<file path="src/shared/ril_defs.svh">
// Offsets, field positions, keys and reset values of the remap lock block
`ifndef RIL_DEFS_SVH
`define RIL_DEFS_SVH

// Register bus widths
`define RIL_ADDR_W 4
`define RIL_DATA_W 16

// Register offsets (word index on the plain register port)
`define RIL_OFS_OSC_CTRL 4'h0
`define RIL_OFS_SPI_ROUTE 4'h1
`define RIL_OFS_STATUS 4'h2

// Unlock keys written to the low byte of the oscillator control register
`define RIL_KEY_FIRST 8'h46
`define RIL_KEY_SECOND 8'h57

// Map lock bit position inside the oscillator control register
`define RIL_LOCK_BIT 6

// Field positions inside the SPI input routing register
`define RIL_CLK_SEL_HI 13
`define RIL_CLK_SEL_LO 8
`define RIL_DATA_SEL_HI 5
`define RIL_DATA_SEL_LO 0

// Status register bit positions
`define RIL_ST_LOCK 0
`define RIL_ST_ONE_WAY 1
`define RIL_ST_MISMATCH 2

// Selection codes
`define RIL_SEL_W 6
`define RIL_SEL_RESET 6'h3F
`define RIL_SEL_GND 6'h3F
`define RIL_VIRT_BASE 6'h20
`define RIL_VIRT_LAST 6'h23

// Pin counts
`define RIL_NUM_PHYS 32
`define RIL_NUM_VIRT 4

// Reset values
`define RIL_LOCK_RESET 1'b0
`define RIL_ONE_WAY_RESET 1'b1

`endif

</file>
<file path="src/shared/ril_pkg.sv">
// Types shared by the remap lock block
package ril_pkg;

  // Unlock sequence states, Gray coded from idle up to armed
  typedef enum logic [1:0] {
    RIL_ULK_IDLE = 2'b00,
    RIL_ULK_KEY1 = 2'b01,
    RIL_ULK_ARMED = 2'b11
  } ril_ulk_state_t;

endpackage

</file>
<file path="src/ril_top.sv">
// Remap lock and SPI input routing register with its pin selection
//
// Contract
// - One-way option refuses clearing a set lock
// - Set lock blocks mapping writes, and unlock too under the one-way option
// - After one-way lock only reset clears it
// - One-way option reads set when unprogrammed
// - Programmed option allows repeated unlocked sessions
// - Bits 13:8 clock select, 5:0 data
// - All-ones code ties input to ground
// - Codes 32-35 virtual pins, lower physical
// - Both fields read/write, reset all ones
// - Bits 15:14 and 7:6 read zero
// - Keys 0x46 then 0x57 precede lock change
// - Locked writes complete but change nothing
// - Lock holds until changed again
// - Shadow compare raises mismatch reset
//
// The strobed register port and the register addresses were chosen for this implementation.
`include "ril_defs.svh"

module ril_top (
  // Clock and reset
  input wire logic mclk,
  input wire logic rst_b,
  // Register port
  input wire logic [`RIL_ADDR_W-1:0] reg_addr,
  input wire logic [`RIL_DATA_W-1:0] reg_wdata,
  input wire logic reg_wr,
  input wire logic reg_rd,
  output logic [`RIL_DATA_W-1:0] reg_rdata_q,
  // Configuration fuse
  input wire logic one_way_lock_cfg,
  // Pin sources
  input wire logic [`RIL_NUM_PHYS-1:0] remappable_pin,
  input wire logic [`RIL_NUM_VIRT-1:0] virtual_pin,
  // Routed SPI inputs
  output logic spi_clock_input,
  output logic spi_data_input,
  // Lock state and mismatch reset request
  output logic map_lock_bit_q,
  output logic cfg_mismatch_rst_q
);

  //////////////////////////////////////////////////////////////////////////
  // Declarations
  //////////////////////////////////////////////////////////////////////////

  ril_pkg::ril_ulk_state_t ulk_q; // Unlock sequence state
  ril_pkg::ril_ulk_state_t ulk_d; // Its next value
  logic one_way_q; // Captured one-way option
  logic cfg_taken_q; // Option has been captured
  logic [`RIL_SEL_W-1:0] clk_sel_q; // Clock input selection
  logic [`RIL_SEL_W-1:0] data_sel_q; // Data input selection
  logic [`RIL_SEL_W-1:0] clk_shadow_q; // Shadow of clock selection
  logic [`RIL_SEL_W-1:0] data_shadow_q; // Shadow of data selection
  logic osc_wr; // Write to oscillator control
  logic route_wr; // Write to routing register
  logic route_wr_ok; // Routing write allowed
  logic lock_req; // Lock value asked for
  logic lock_clear_refused; // Clear blocked by one-way option
  logic lock_d; // Next lock value
  logic [`RIL_DATA_W-1:0] rdata_d; // Next read data
  logic [`RIL_SEL_W-1:0] sel_w [2]; // Selections per channel
  logic [1:0] routed_w; // Routed levels per channel

  //////////////////////////////////////////////////////////////////////////
  // Write decode
  //////////////////////////////////////////////////////////////////////////

  // Strobes qualified by address
  assign osc_wr = reg_wr && (reg_addr == `RIL_OFS_OSC_CTRL);
  assign route_wr = reg_wr && (reg_addr == `RIL_OFS_SPI_ROUTE);

  // Mapping writes only land while unlocked; others are silently dropped
  assign route_wr_ok = route_wr && !map_lock_bit_q;

  //////////////////////////////////////////////////////////////////////////
  // One-way option capture
  //////////////////////////////////////////////////////////////////////////

  // Reset gives the unprogrammed value; fuse is caught once after release
  always_ff @(posedge mclk or negedge rst_b) begin
    if (!rst_b) begin
      one_way_q <= `RIL_ONE_WAY_RESET;
      cfg_taken_q <= 1'b0;
    end else if (!cfg_taken_q) begin
      one_way_q <= one_way_lock_cfg;
      cfg_taken_q <= 1'b1;
    end
  end

  //////////////////////////////////////////////////////////////////////////
  // Unlock sequence
  //////////////////////////////////////////////////////////////////////////

  // Key detection on oscillator control writes; writes to other registers leave it unchanged
  always_comb begin
    ulk_d = ulk_q;
    if (osc_wr) begin
      case (ulk_q)
        ril_pkg::RIL_ULK_IDLE: begin
          // One-way lock held: the sequence never starts
          if (reg_wdata[7:0] == `RIL_KEY_FIRST &&
              !(one_way_q && map_lock_bit_q)) begin
            ulk_d = ril_pkg::RIL_ULK_KEY1;
          end
        end
        ril_pkg::RIL_ULK_KEY1: begin
          if (reg_wdata[7:0] == `RIL_KEY_SECOND) begin
            ulk_d = ril_pkg::RIL_ULK_ARMED;
          end else begin
            ulk_d = ril_pkg::RIL_ULK_IDLE;
          end
        end
        ril_pkg::RIL_ULK_ARMED: begin
          // The single lock operation consumes the arming
          ulk_d = ril_pkg::RIL_ULK_IDLE;
        end
        default: begin
          ulk_d = ril_pkg::RIL_ULK_IDLE;
        end
      endcase
    end
  end

  // Sequence state register
  always_ff @(posedge mclk or negedge rst_b) begin
    if (!rst_b) begin
      ulk_q <= ril_pkg::RIL_ULK_IDLE;
    end else begin
      ulk_q <= ulk_d;
    end
  end

  //////////////////////////////////////////////////////////////////////////
  // Map lock bit
  //////////////////////////////////////////////////////////////////////////

  // Lock value carried by the armed write
  assign lock_req = reg_wdata[`RIL_LOCK_BIT];

  // One-way option forbids clearing once set
  assign lock_clear_refused = one_way_q && map_lock_bit_q;

  // Change only on the armed write; otherwise hold
  always_comb begin
    lock_d = map_lock_bit_q;
    if (osc_wr && ulk_q == ril_pkg::RIL_ULK_ARMED) begin
      if (lock_req) begin
        lock_d = 1'b1;
      end else if (!lock_clear_refused) begin
        lock_d = 1'b0;
      end
    end
  end

  // Lock register; only reset clears a one-way lock
  always_ff @(posedge mclk or negedge rst_b) begin
    if (!rst_b) begin
      map_lock_bit_q <= `RIL_LOCK_RESET;
    end else begin
      map_lock_bit_q <= lock_d;
    end
  end

  //////////////////////////////////////////////////////////////////////////
  // SPI input routing register and its shadow
  //////////////////////////////////////////////////////////////////////////

  // Selection fields, reset to the ground code
  always_ff @(posedge mclk or negedge rst_b) begin
    if (!rst_b) begin
      clk_sel_q <= `RIL_SEL_RESET;
      data_sel_q <= `RIL_SEL_RESET;
    end else if (route_wr_ok) begin
      clk_sel_q <= reg_wdata[`RIL_CLK_SEL_HI:`RIL_CLK_SEL_LO];
      data_sel_q <= reg_wdata[`RIL_DATA_SEL_HI:`RIL_DATA_SEL_LO];
    end
  end

  // Shadow copies follow only legal writes
  always_ff @(posedge mclk or negedge rst_b) begin
    if (!rst_b) begin
      clk_shadow_q <= `RIL_SEL_RESET;
      data_shadow_q <= `RIL_SEL_RESET;
    end else if (route_wr_ok) begin
      clk_shadow_q <= reg_wdata[`RIL_CLK_SEL_HI:`RIL_CLK_SEL_LO];
      data_shadow_q <= reg_wdata[`RIL_DATA_SEL_HI:`RIL_DATA_SEL_LO];
    end
  end

  // Continuous compare; a disturbed cell asks for a reset
  always_ff @(posedge mclk or negedge rst_b) begin
    if (!rst_b) begin
      cfg_mismatch_rst_q <= 1'b0;
    end else begin
      cfg_mismatch_rst_q <= (clk_sel_q != clk_shadow_q) ||
                            (data_sel_q != data_shadow_q);
    end
  end

  //////////////////////////////////////////////////////////////////////////
  // Input routing, one mux per SPI input
  //////////////////////////////////////////////////////////////////////////

  // Channel 0 is the clock input, channel 1 the data input
  assign sel_w[0] = clk_sel_q;
  assign sel_w[1] = data_sel_q;

  // One selector per channel
  genvar ch;
  generate
    for (ch = 0; ch < 2; ch = ch + 1) begin : g_route
      ril_sel_mux u_mux (
        .mclk(mclk),
        .rst_b(rst_b),
        .sel(sel_w[ch]),
        .phys_pin_in(remappable_pin),
        .virt_pin_in(virtual_pin),
        .routed_q(routed_w[ch])
      );
    end
  endgenerate

  // Outputs come straight from the mux flip-flops
  assign spi_clock_input = routed_w[0];
  assign spi_data_input = routed_w[1];

  //////////////////////////////////////////////////////////////////////////
  // Read path
  //////////////////////////////////////////////////////////////////////////

  // Read mux; unused bits and unmapped offsets read zero
  always_comb begin
    rdata_d = '0;
    if (reg_rd) begin
      case (reg_addr)
        `RIL_OFS_OSC_CTRL: begin
          rdata_d[`RIL_LOCK_BIT] = map_lock_bit_q;
        end
        `RIL_OFS_SPI_ROUTE: begin
          // Bits 15:14 and 7:6 stay zero
          rdata_d[`RIL_CLK_SEL_HI:`RIL_CLK_SEL_LO] = clk_sel_q;
          rdata_d[`RIL_DATA_SEL_HI:`RIL_DATA_SEL_LO] = data_sel_q;
        end
        `RIL_OFS_STATUS: begin
          rdata_d[`RIL_ST_LOCK] = map_lock_bit_q;
          rdata_d[`RIL_ST_ONE_WAY] = one_way_q;
          rdata_d[`RIL_ST_MISMATCH] = cfg_mismatch_rst_q;
        end
        default: begin
          rdata_d = '0;
        end
      endcase
    end
  end

  // Read data valid only in the cycle after the strobe
  always_ff @(posedge mclk or negedge rst_b) begin
    if (!rst_b) begin
      reg_rdata_q <= '0;
    end else begin
      reg_rdata_q <= rdata_d;
    end
  end

  logic virt_pick; // Virtual pin named by the clock selection
  assign virt_pick = virtual_pin[clk_sel_q[1:0]];
endmodule

</file>
<file path="src/ril_sel_mux.sv">
// One routed peripheral input: picks a pin, a virtual pin or ground
`include "ril_defs.svh"

module ril_sel_mux (
  // Clock and reset
  input wire logic mclk,
  input wire logic rst_b,
  // Selection code and sources
  input wire logic [`RIL_SEL_W-1:0] sel,
  input wire logic [`RIL_NUM_PHYS-1:0] phys_pin_in,
  input wire logic [`RIL_NUM_VIRT-1:0] virt_pin_in,
  // Routed input, registered
  output logic routed_q
);

  logic routed_d; // Next routed level

  // Decode the selection code
  always_comb begin
    if (sel < `RIL_VIRT_BASE) begin
      // Physical pin of the same number
      routed_d = phys_pin_in[sel[4:0]];
    end else if (sel <= `RIL_VIRT_LAST) begin
      // Internal virtual pins
      routed_d = virt_pin_in[sel[1:0]];
    end else begin
      // Ground code and codes naming no pin both read low
      routed_d = 1'b0;
    end
  end

  // Register the routed level
  always_ff @(posedge mclk or negedge rst_b) begin
    if (!rst_b) begin
      routed_q <= 1'b0;
    end else begin
      routed_q <= routed_d;
    end
  end

endmodule

</file>
<file path="config.mk">
export PLATFORM = sky130hd
export DESIGN_NAME = ril_top
export DESIGN_NICKNAME = d
export VERILOG_FILES = /design/src/shared/ril_pkg.sv /design/src/ril_top.sv /design/src/ril_sel_mux.sv
export VERILOG_INCLUDE_DIRS = /design/src /design/src/shared
export SDC_FILE = /design/constraint.sdc
export NUM_CORES = 1
export LEC_CHECK = 0
export ABC_CLOCK_PERIOD_IN_PS = 1900
export BUFFER_PORTS_ARGS = -buffer_cell sky130_fd_sc_hd__buf_4
export CORE_MARGIN = 5
export CORE_UTILIZATION = 43
export DETAILED_ROUTE_END_ITERATION = 8
export PLACE_DENSITY = 0.76
export SLEW_MARGIN = 10
export SYNTH_ARGS = -nofsm -noshare
export SYNTH_HDL_FRONTEND = slang
export SYNTH_SLANG_ARGS = --single-unit
</file>
<file path="constraint.sdc">
create_clock -name mclk -period 1.9 [get_ports mclk]
set_input_delay 0.285 -clock mclk [delete_from_list [all_inputs] [get_ports mclk]]
set_output_delay 0.285 -clock mclk [all_outputs]
set_load 0.01 [all_outputs]
</file>
==> results of run 1 <==
sequential cells by signal, summed over array words and instances (netlist names):
name / flops
clk_shadow_q: 6
g_route.u_mux.routed_q: 2
cfg_taken_q: 1
reg_rdata_q: 13
data_shadow_q: 6
map_lock_bit_q: 1
one_way_q: 1
ulk_q: 2
cell usage after synthesis (4+ instances only):
| library cell | n |
|---|---|
| nand2_1 | 10 |
| buf_4 | 4 |
| nand3_1 | 4 |
| nor2_1 | 7 |
| nand3b_1 | 5 |
| mux4_2 | 9 |
| dfstp_2 | 13 |
| and2_1 | 10 |
| mux4_1 | 4 |
| mux2_2 | 17 |
| dfrtp_1 | 19 |
| buf_6 | 4 |
| o21ai_0 | 4 |
| mux2i_1 | 9 |
per-stage QoR:
stage	hold slack, ns	area [µm²]
finish	0.2105	2646
global route	0.2109	2646
CTS	0.2027	2646
detailed placement	0.2372	2525
global placement	0.2354	2525
floorplan	-0.01059	1941
layout make-up:
class | count | area (µm²) | area share (%)
multi-input combinational | 111 | 1025 | 38.72
clock buffer | 8 | 90.09 | 3.404
sequential | 32 | 817.0 | 30.87
timing repair buffer | 83 | 645.6 | 24.40
tap | 52 | 65.06 | 2.459
inverter | 1 | 3.754 | 0.1418
cell families after synthesis:
| group | count (synthesis) | synth area share [%] |
|---|---|---|
| multiplexers | 39 | 30.54 |
| flip-flops | 32 | 42.35 |
| AND/OR/NAND/NOR | 50 | 14.85 |
| AO/OA/AOI/OAI | 17 | 6.421 |
| other | 2 | 0.3893 |
| buffers and inverters | 15 | 5.447 |
report_power, final:
part / leakage (nW) / internal, mW / total [mW] / switching, mW
Combinational: 0.759 / 0.482 / 0.747 / 0.265
Sequential: 0.395 / 0.819 / 0.975 / 0.156
Clock: 0.0455 / 0.295 / 0.516 / 0.221
what timing repair did:
action / in CTS / in global routing
gates resized for setup: 12 / 0
hold buffers: 1 / 0
hold endpoints to repair: 19 / 0
pin swaps: 2 / 1
setup endpoints to repair: 2 / 2
gates cloned: 0 / 0
buffers inserted: 1 / 0
layer usage:
| metal | wire length, µm | vias to the layer above |
|---|---|---|
| li1 | - | 732 |
| met1 | 1799 | 745 |
| met2 | 2495 | 57 |
| met3 | 267 | 16 |
| met4 | 120 | 0 |
| met5 | 0 | - |
how the worst max path moves through the flow:
| stage | start | end | slack (ns) | cells past startpoint |
|---|---|---|---|---|
| detailed placement | data_shadow_q[0] | g_route[1].u_mux.routed_q | -0.05 | 5 |
| global route | data_shadow_q[0] | g_route[1].u_mux.routed_q | -0.10 | 5 |
| global placement | data_shadow_q[0] | g_route[1].u_mux.routed_q | -0.01 | 5 |
| floorplan | data_shadow_q[0] | g_route[1].u_mux.routed_q | 0.07 | 6 |
| finish | data_shadow_q[0] | g_route[1].u_mux.routed_q | -0.02 | 5 |
| CTS | data_shadow_q[0] | g_route[1].u_mux.routed_q | -0.03 | 5 |
cells in the final DEF (no fill, tap or decap), types with 2 or more instances in the layout:
master    instances
nand4b_1          2
nand3_1           3
and2_1           10
mux4_2           13
nor2_1            7
nand3b_1          5
nor2b_1           2
dfrtp_1          19
clkbuf_8          6
nand2_1           9
dfstp_2          13
buf_4            79
a311o_1           2
nor4b_1           3
clkbuf_1          2
o21ai_0           4
a21oi_1           2
conb_1            5
mux2_2           15
a22o_1            2
mux2i_1           9
buf_6             2
nor4_1            2
and3_1            2
mux2_4            2
==> impl_metrics.py, run 1 <==
metrics = {
    "status": {
        "status": "finished with violations",
        "violations": "negative setup slack",
    },
    "drt": {
        "vias_per_cell": 5.401,
        "dr_total_vias": 1550,
        "drc": 0,
        "drt_first_pass_iters": 4,
        "wl_per_cell_um": 16.31,
        "routed_wl_um": 4682,
        "ant_nets": 0,
        "drt_iter0_drc": 60,
    },
    "critical_path": {
        "crit_type": "reg2reg",
        "cp-start-kind": "flip-flop",
        "r2r_slack_ns": -0.02,
        "required_ns": 2.07,
        "worstReg2RegEnd": "g_route[1].u_mux.routed_q",
        "crit_path_top_delay_cell": "dfstp_2",
        "crit_path_max_fanout": 6,
        "slowest_delay_ns": 0.65,
        "cp_num_buf_inv": 0,
        "cp.arrival_ns": 2.08,
        "rr_worst_depth": 5,
        "rr_startpoint": "data_shadow_q[0]",
        "cpLargestDelayFamily": "multiplexers",
        "worstPathCellList": "mux4_2 > mux2_4 > nand2_2 > nand3_2 > a22o_1",
        "end_kind": "flip-flop",
    },
    "die": {
        "core_um2": 4354,
        "fp.dieH_um": 76.99,
        "start_util_pct": 44.31,
        "dieWidth_um": 76.99,
        "rows": 24,
        "ios": 81,
        "dieArea_um2": 5927,
    },
    "place": {
        "place.gp.congestion": 0.9057,
        "dp_cells": 277,
        "hpwl_um": 3773,
        "dp_slack_ns": -0.04698,
        "port_buffers": 74,
    },
    "pwr": {
        "power.total_mw": 2.238,
        "ir_worst_vdd_uv": 367.1,
        "cellLeakagePower_nw": 1.200,
        "p_per_area_nw_per_um2": 845.7,
    },
    "synthesis": {
        "ys_types": 35,
        "synth_edf_count": 0,
        "synth_seq_area_share_pct": 42.35,
        "syn_avg_cell_area_um2": 12.45,
        "synth_area_leaders": "dfrtp_1 (25%), dfstp_2 (18%), mux4_2 (11%)",
        "yosysTopAreaCellShare_pct": 24.64,
        "syn-cell-area_um2": 1929,
        "yosysWarnings": 0,
        "synth_top_area_cell": "dfrtp_1",
        "synth_top_flop_cell": "dfrtp_1",
        "synthCells": 155,
        "ys_async_sr_fraction_pct": 100.0,
        "ys_ff_latch": 32,
    },
    "global_route": {
        "grt_start_max_net_pins": 33,
        "grt_pass1_vias": 1712,
        "grtUsageMet1_pct": 20.31,
        "overflow": 0,
        "grt_pass1_wl_um": 7997,
        "grtUsageMet3_pct": 3.630,
        "antenna_found_initial": 0,
        "busiest_layer": "met2",
        "global_route.usage.met2_pct": 27.76,
        "grt.total_usage_pct": 16.34,
    },
    "hold_path": {
        "holdPathEnd": "reg_rdata_q[6]",
        "worstHoldPathCells": 2,
        "min_path_type": "in2reg",
        "min-delay-start": "reg_addr[0]",
    },
    "finish": {
        "nFillCells": 356,
        "final_util_pct": 60.78,
        "layout-drive-gt1-share_pct": 57.45,
        "final_nets": 295,
        "fin_cells": 287,
        "area.growth.synth_to_final_pct": 37.16,
        "antenna_cells": 0,
    },
    "timing": {
        "rsz0062_at_grt": "true",
        "post-route-period-util_pct": 100.8,
        "worst_slack_ns": -0.01526,
        "fmax_mhz": 522.1,
        "finalCriticalPeriod_ns": 1.915,
        "maxSlewViolCount": 0,
        "finalSetupViolCount": 1,
        "setup_tns_ns": -0.01526,
        "hold_violations": 0,
        "skew_ns": 0.005932,
    },
    "clocking": {
        "cts_buffers": 5,
        "root_buffer": "clkbuf_8",
        "cts_tree": "yes",
        "clock_latency_ns": 0.27,
        "clk_pin_slew_ns": 0.06,
        "clockBufferDepth": 2,
        "h-tree-depth": 2,
        "cts.sinks": 32,
    },
    "job": {
        "cap_violations": 0,
    },
}
Power figures use the tool's default switching activity.
==> inputs of run 2 (changes only) <==
- CORE_UTILIZATION: 43 -> 44
- SYNTH_HIERARCHICAL: unset -> 1
==> run 2 against run 1 <==
The run now ends clean. Wire length grew 8.2%. Clock power increased by 8.1%. Flip-flop and latch count unchanged. Final cell count fell by 4.5%. Register-to-register slack gained 0.04 ns. Critical path type unchanged. Critical path depth is 1 lower. Fmax rose by 2.0%. Sequential share of layout area is 0.49 points lower. Sequential power rose by 2%. Clock skew decreased by 0.0028 ns. Worst hold slack got worse by 0.014 ns.
==> impl_metrics.py, run 2 <==
metrics = {
    "clocking": {
        "root_buffer": "clkbuf_8",
        "cts_buffers": 5,
        "cts_tree": "yes",
        "h-tree-depth": 2,
        "clock_latency_ns": 0.28,
        "postCtsSetupRepairBufs": 0,
        "clk_pin_slew_ns": 0.06,
        "clockBufferDepth": 2,
        "cts.sinks": 32,
    },
    "timing": {
        "hold_violations": 0,
        "finalCriticalPeriod_ns": 1.878,
        "rsz0062_at_grt": "true",
        "finalSetupViolCount": 0,
        "timing.hold.ws_ns": 0.1965,
        "skew_ns": 0.003136,
        "maxSlewViolCount": 0,
        "fmax_mhz": 532.4,
        "post-route-period-util_pct": 98.86,
    },
    "finish": {
        "final_cell_mix": "buf_4 (78), dfrtp_1 (19), mux4_1 (12)",
        "top_register": "reg_rdata_q",
        "final_common_cell": "buf_4",
        "nFillCells": 355,
        "largestRegisters": "reg_rdata_q x13, clk_shadow_q x6, data_shadow_q x6",
        "area.growth.synth_to_final_pct": 33.56,
        "layout-drive-gt1-share_pct": 55.86,
        "final_nets": 283,
        "final_cell_area_um2": 2714,
        "antenna_cells": 0,
        "final_util_pct": 61.48,
        "largest_reg_flops": 13,
        "fin_cells": 274,
    },
    "place": {
        "dp_cells": 266,
        "hpwl_um": 3971,
        "place.gp.congestion": 0.8084,
        "placed_area_um2": 2600,
        "port_buffers": 74,
    },
    "drt": {
        "wl_per_cell_um": 18.49,
        "drc": 0,
        "vias_per_cell": 5.672,
        "routed_wl_um": 5066,
        "dr_total_vias": 1554,
        "drt_first_pass_iters": 4,
        "drt_iter0_drc": 77,
        "ant_nets": 0,
    },
    "critical_path": {
        "cp-start-kind": "flip-flop",
        "cp.arrival_ns": 2.04,
        "required_ns": 2.06,
        "crit_path_max_fanout": 12,
        "crit_type": "reg2reg",
        "end_kind": "flip-flop",
        "worstPathCellList": "mux4_1 > mux2i_1 > mux2_2 > a22oi_2",
        "crit_path_top_delay_cell": "dfstp_4",
        "slowest_delay_ns": 0.70,
    },
    "synthesis": {
        "yosysTopAreaCellShare_pct": 23.40,
        "syn_avg_cell_area_um2": 14.11,
        "synthCells": 144,
        "ys_ff_latch": 32,
        "synth_edf_count": 0,
        "syn-cell-area_um2": 2032,
        "yosysWarnings": 6,
        "synth_most_common_cell": "dfrtp_1",
        "synthTopCellsByCount": "dfrtp_1 (19), dfstp_2 (13), mux4_1 (12)",
        "synth_top_area_cell": "dfrtp_1",
        "synth_seq_area_share_pct": 40.21,
        "synth_area_leaders": "dfrtp_1 (23%), dfstp_2 (17%), mux4_1 (16%)",
        "synth_top_flop_cell": "dfrtp_1",
        "ys_async_sr_fraction_pct": 100.0,
        "ys_types": 36,
    },
    "pwr": {
        "cellLeakagePower_nw": 1.269,
        "p_clk_share_pct": 24.8,
        "combPwrFrac_pct": 31.2,
        "power.switching_mw": 0.6382,
        "ir_worst_vdd_uv": 543.0,
        "p_per_area_nw_per_um2": 830.1,
        "power.total_mw": 2.253,
        "power_frac_seq_pct": 44.0,
        "intPower_mw": 1.615,
        "sw_frac_of_total_pct": 28.33,
    },
    "die": {
        "ios": 81,
        "fp.dieH_um": 77.96,
        "start_util_pct": 46.03,
        "core_um2": 4414,
        "rows": 24,
        "dieWidth_um": 77.96,
        "dieArea_um2": 6077,
    },
    "global_route": {
        "antenna_found_initial": 0,
        "grt.total_usage_pct": 17.75,
        "overflow": 0,
        "grt_start_max_net_pins": 33,
        "grt_pass1_wl_um": 8528,
        "grt_pass1_vias": 1699,
    },
    "hold_path": {
        "min_path_type": "in2reg",
    },
    "job": {
        "cap_violations": 0,
    },
    "status": {
        "status": "complete, no violations",
    },
}
[run 2: routing by layer]
metal / GRT usage [%] / routed length [µm]
met5: 0 / 0
met4: 5.574 / 93
met1: 22.75 / 2123
met2: 27.21 / 2280
met3: 7.639 / 569
[run 2: path summary, 6_finish.rpt]
| check | endpoint | slack, ns | cells after the start | from |
|---|---|---|---|---|
| setup / recovery | g_route[0].u_mux/routed_q | 0.02 | 4 | clk_shadow_q[0] |
| hold / removal | reg_rdata_q[6] | 0.20 | 2 | reg_addr[0] |
| setup reg to reg | g_route[0].u_mux/routed_q | 0.02 | 4 | clk_shadow_q[0] |
| hold reg to reg | one_way_q | 0.50 | 1 | cfg_taken_q |
| max in group asynchronous | data_shadow_q[2] | 1.12 | 2 | rst_b |
| min in group asynchronous | cfg_taken_q | 0.46 | 2 | rst_b |
[run 2: cell families after synthesis]
| kind of cell | after synthesis | share of synthesized area, % |
|---|---|---|
| and+or+nand+nor | 43 | 13.61 |
| muxes | 39 | 34.05 |
| DFF | 32 | 40.21 |
| AOI/OAI and AO/OA | 17 | 7.143 |
| buffers and inverters | 11 | 4.618 |
| other | 2 | 0.3696 |
[run 2: metrics by stage]
step / TNS (ns) / worst slack [ns]
floorplan: 0 / 0.2421
global placement: 0 / 0.04244
detailed placement: 0 / 0.01605
CTS: 0 / 0.01241
global route: -0.008883 / -0.008883
finish: 0 / 0.02169
[run 2: timing repair]
action	CTS	global route
endpoints found under the setup margin	0	2
hold buffers	1	0
endpoints found under the hold margin	19	0
gates resized for setup	0	2
[run 2: power by group through the flow]
stage	Clock (mW)	Combinational [mW]	Sequential, mW
CTS	0.576	0.703	0.986
floorplan	0	0.554	0.895
detailed placement	0	0.700	0.997
global route	0.596	0.756	1.01
global placement	0	0.682	0.987
finish	0.558	0.703	0.991
[run 2: area by class of cell]
class,count,area (µm²),share of cell area (%)
repair buffers,79,595.6,21.95
well taps,52,65.06,2.397
multi-input cells,104,1132,41.72
clock buffers,7,96.34,3.550
flip-flops and latches,32,824.5,30.38
[run 2: critical path: cells and delay by family, from the launching register on]
family | cells | cell delay, ns
muxes | 3 | 0.99
AOI/OAI and AO/OA | 1 | 0.07
DFF | 1 | 0.70
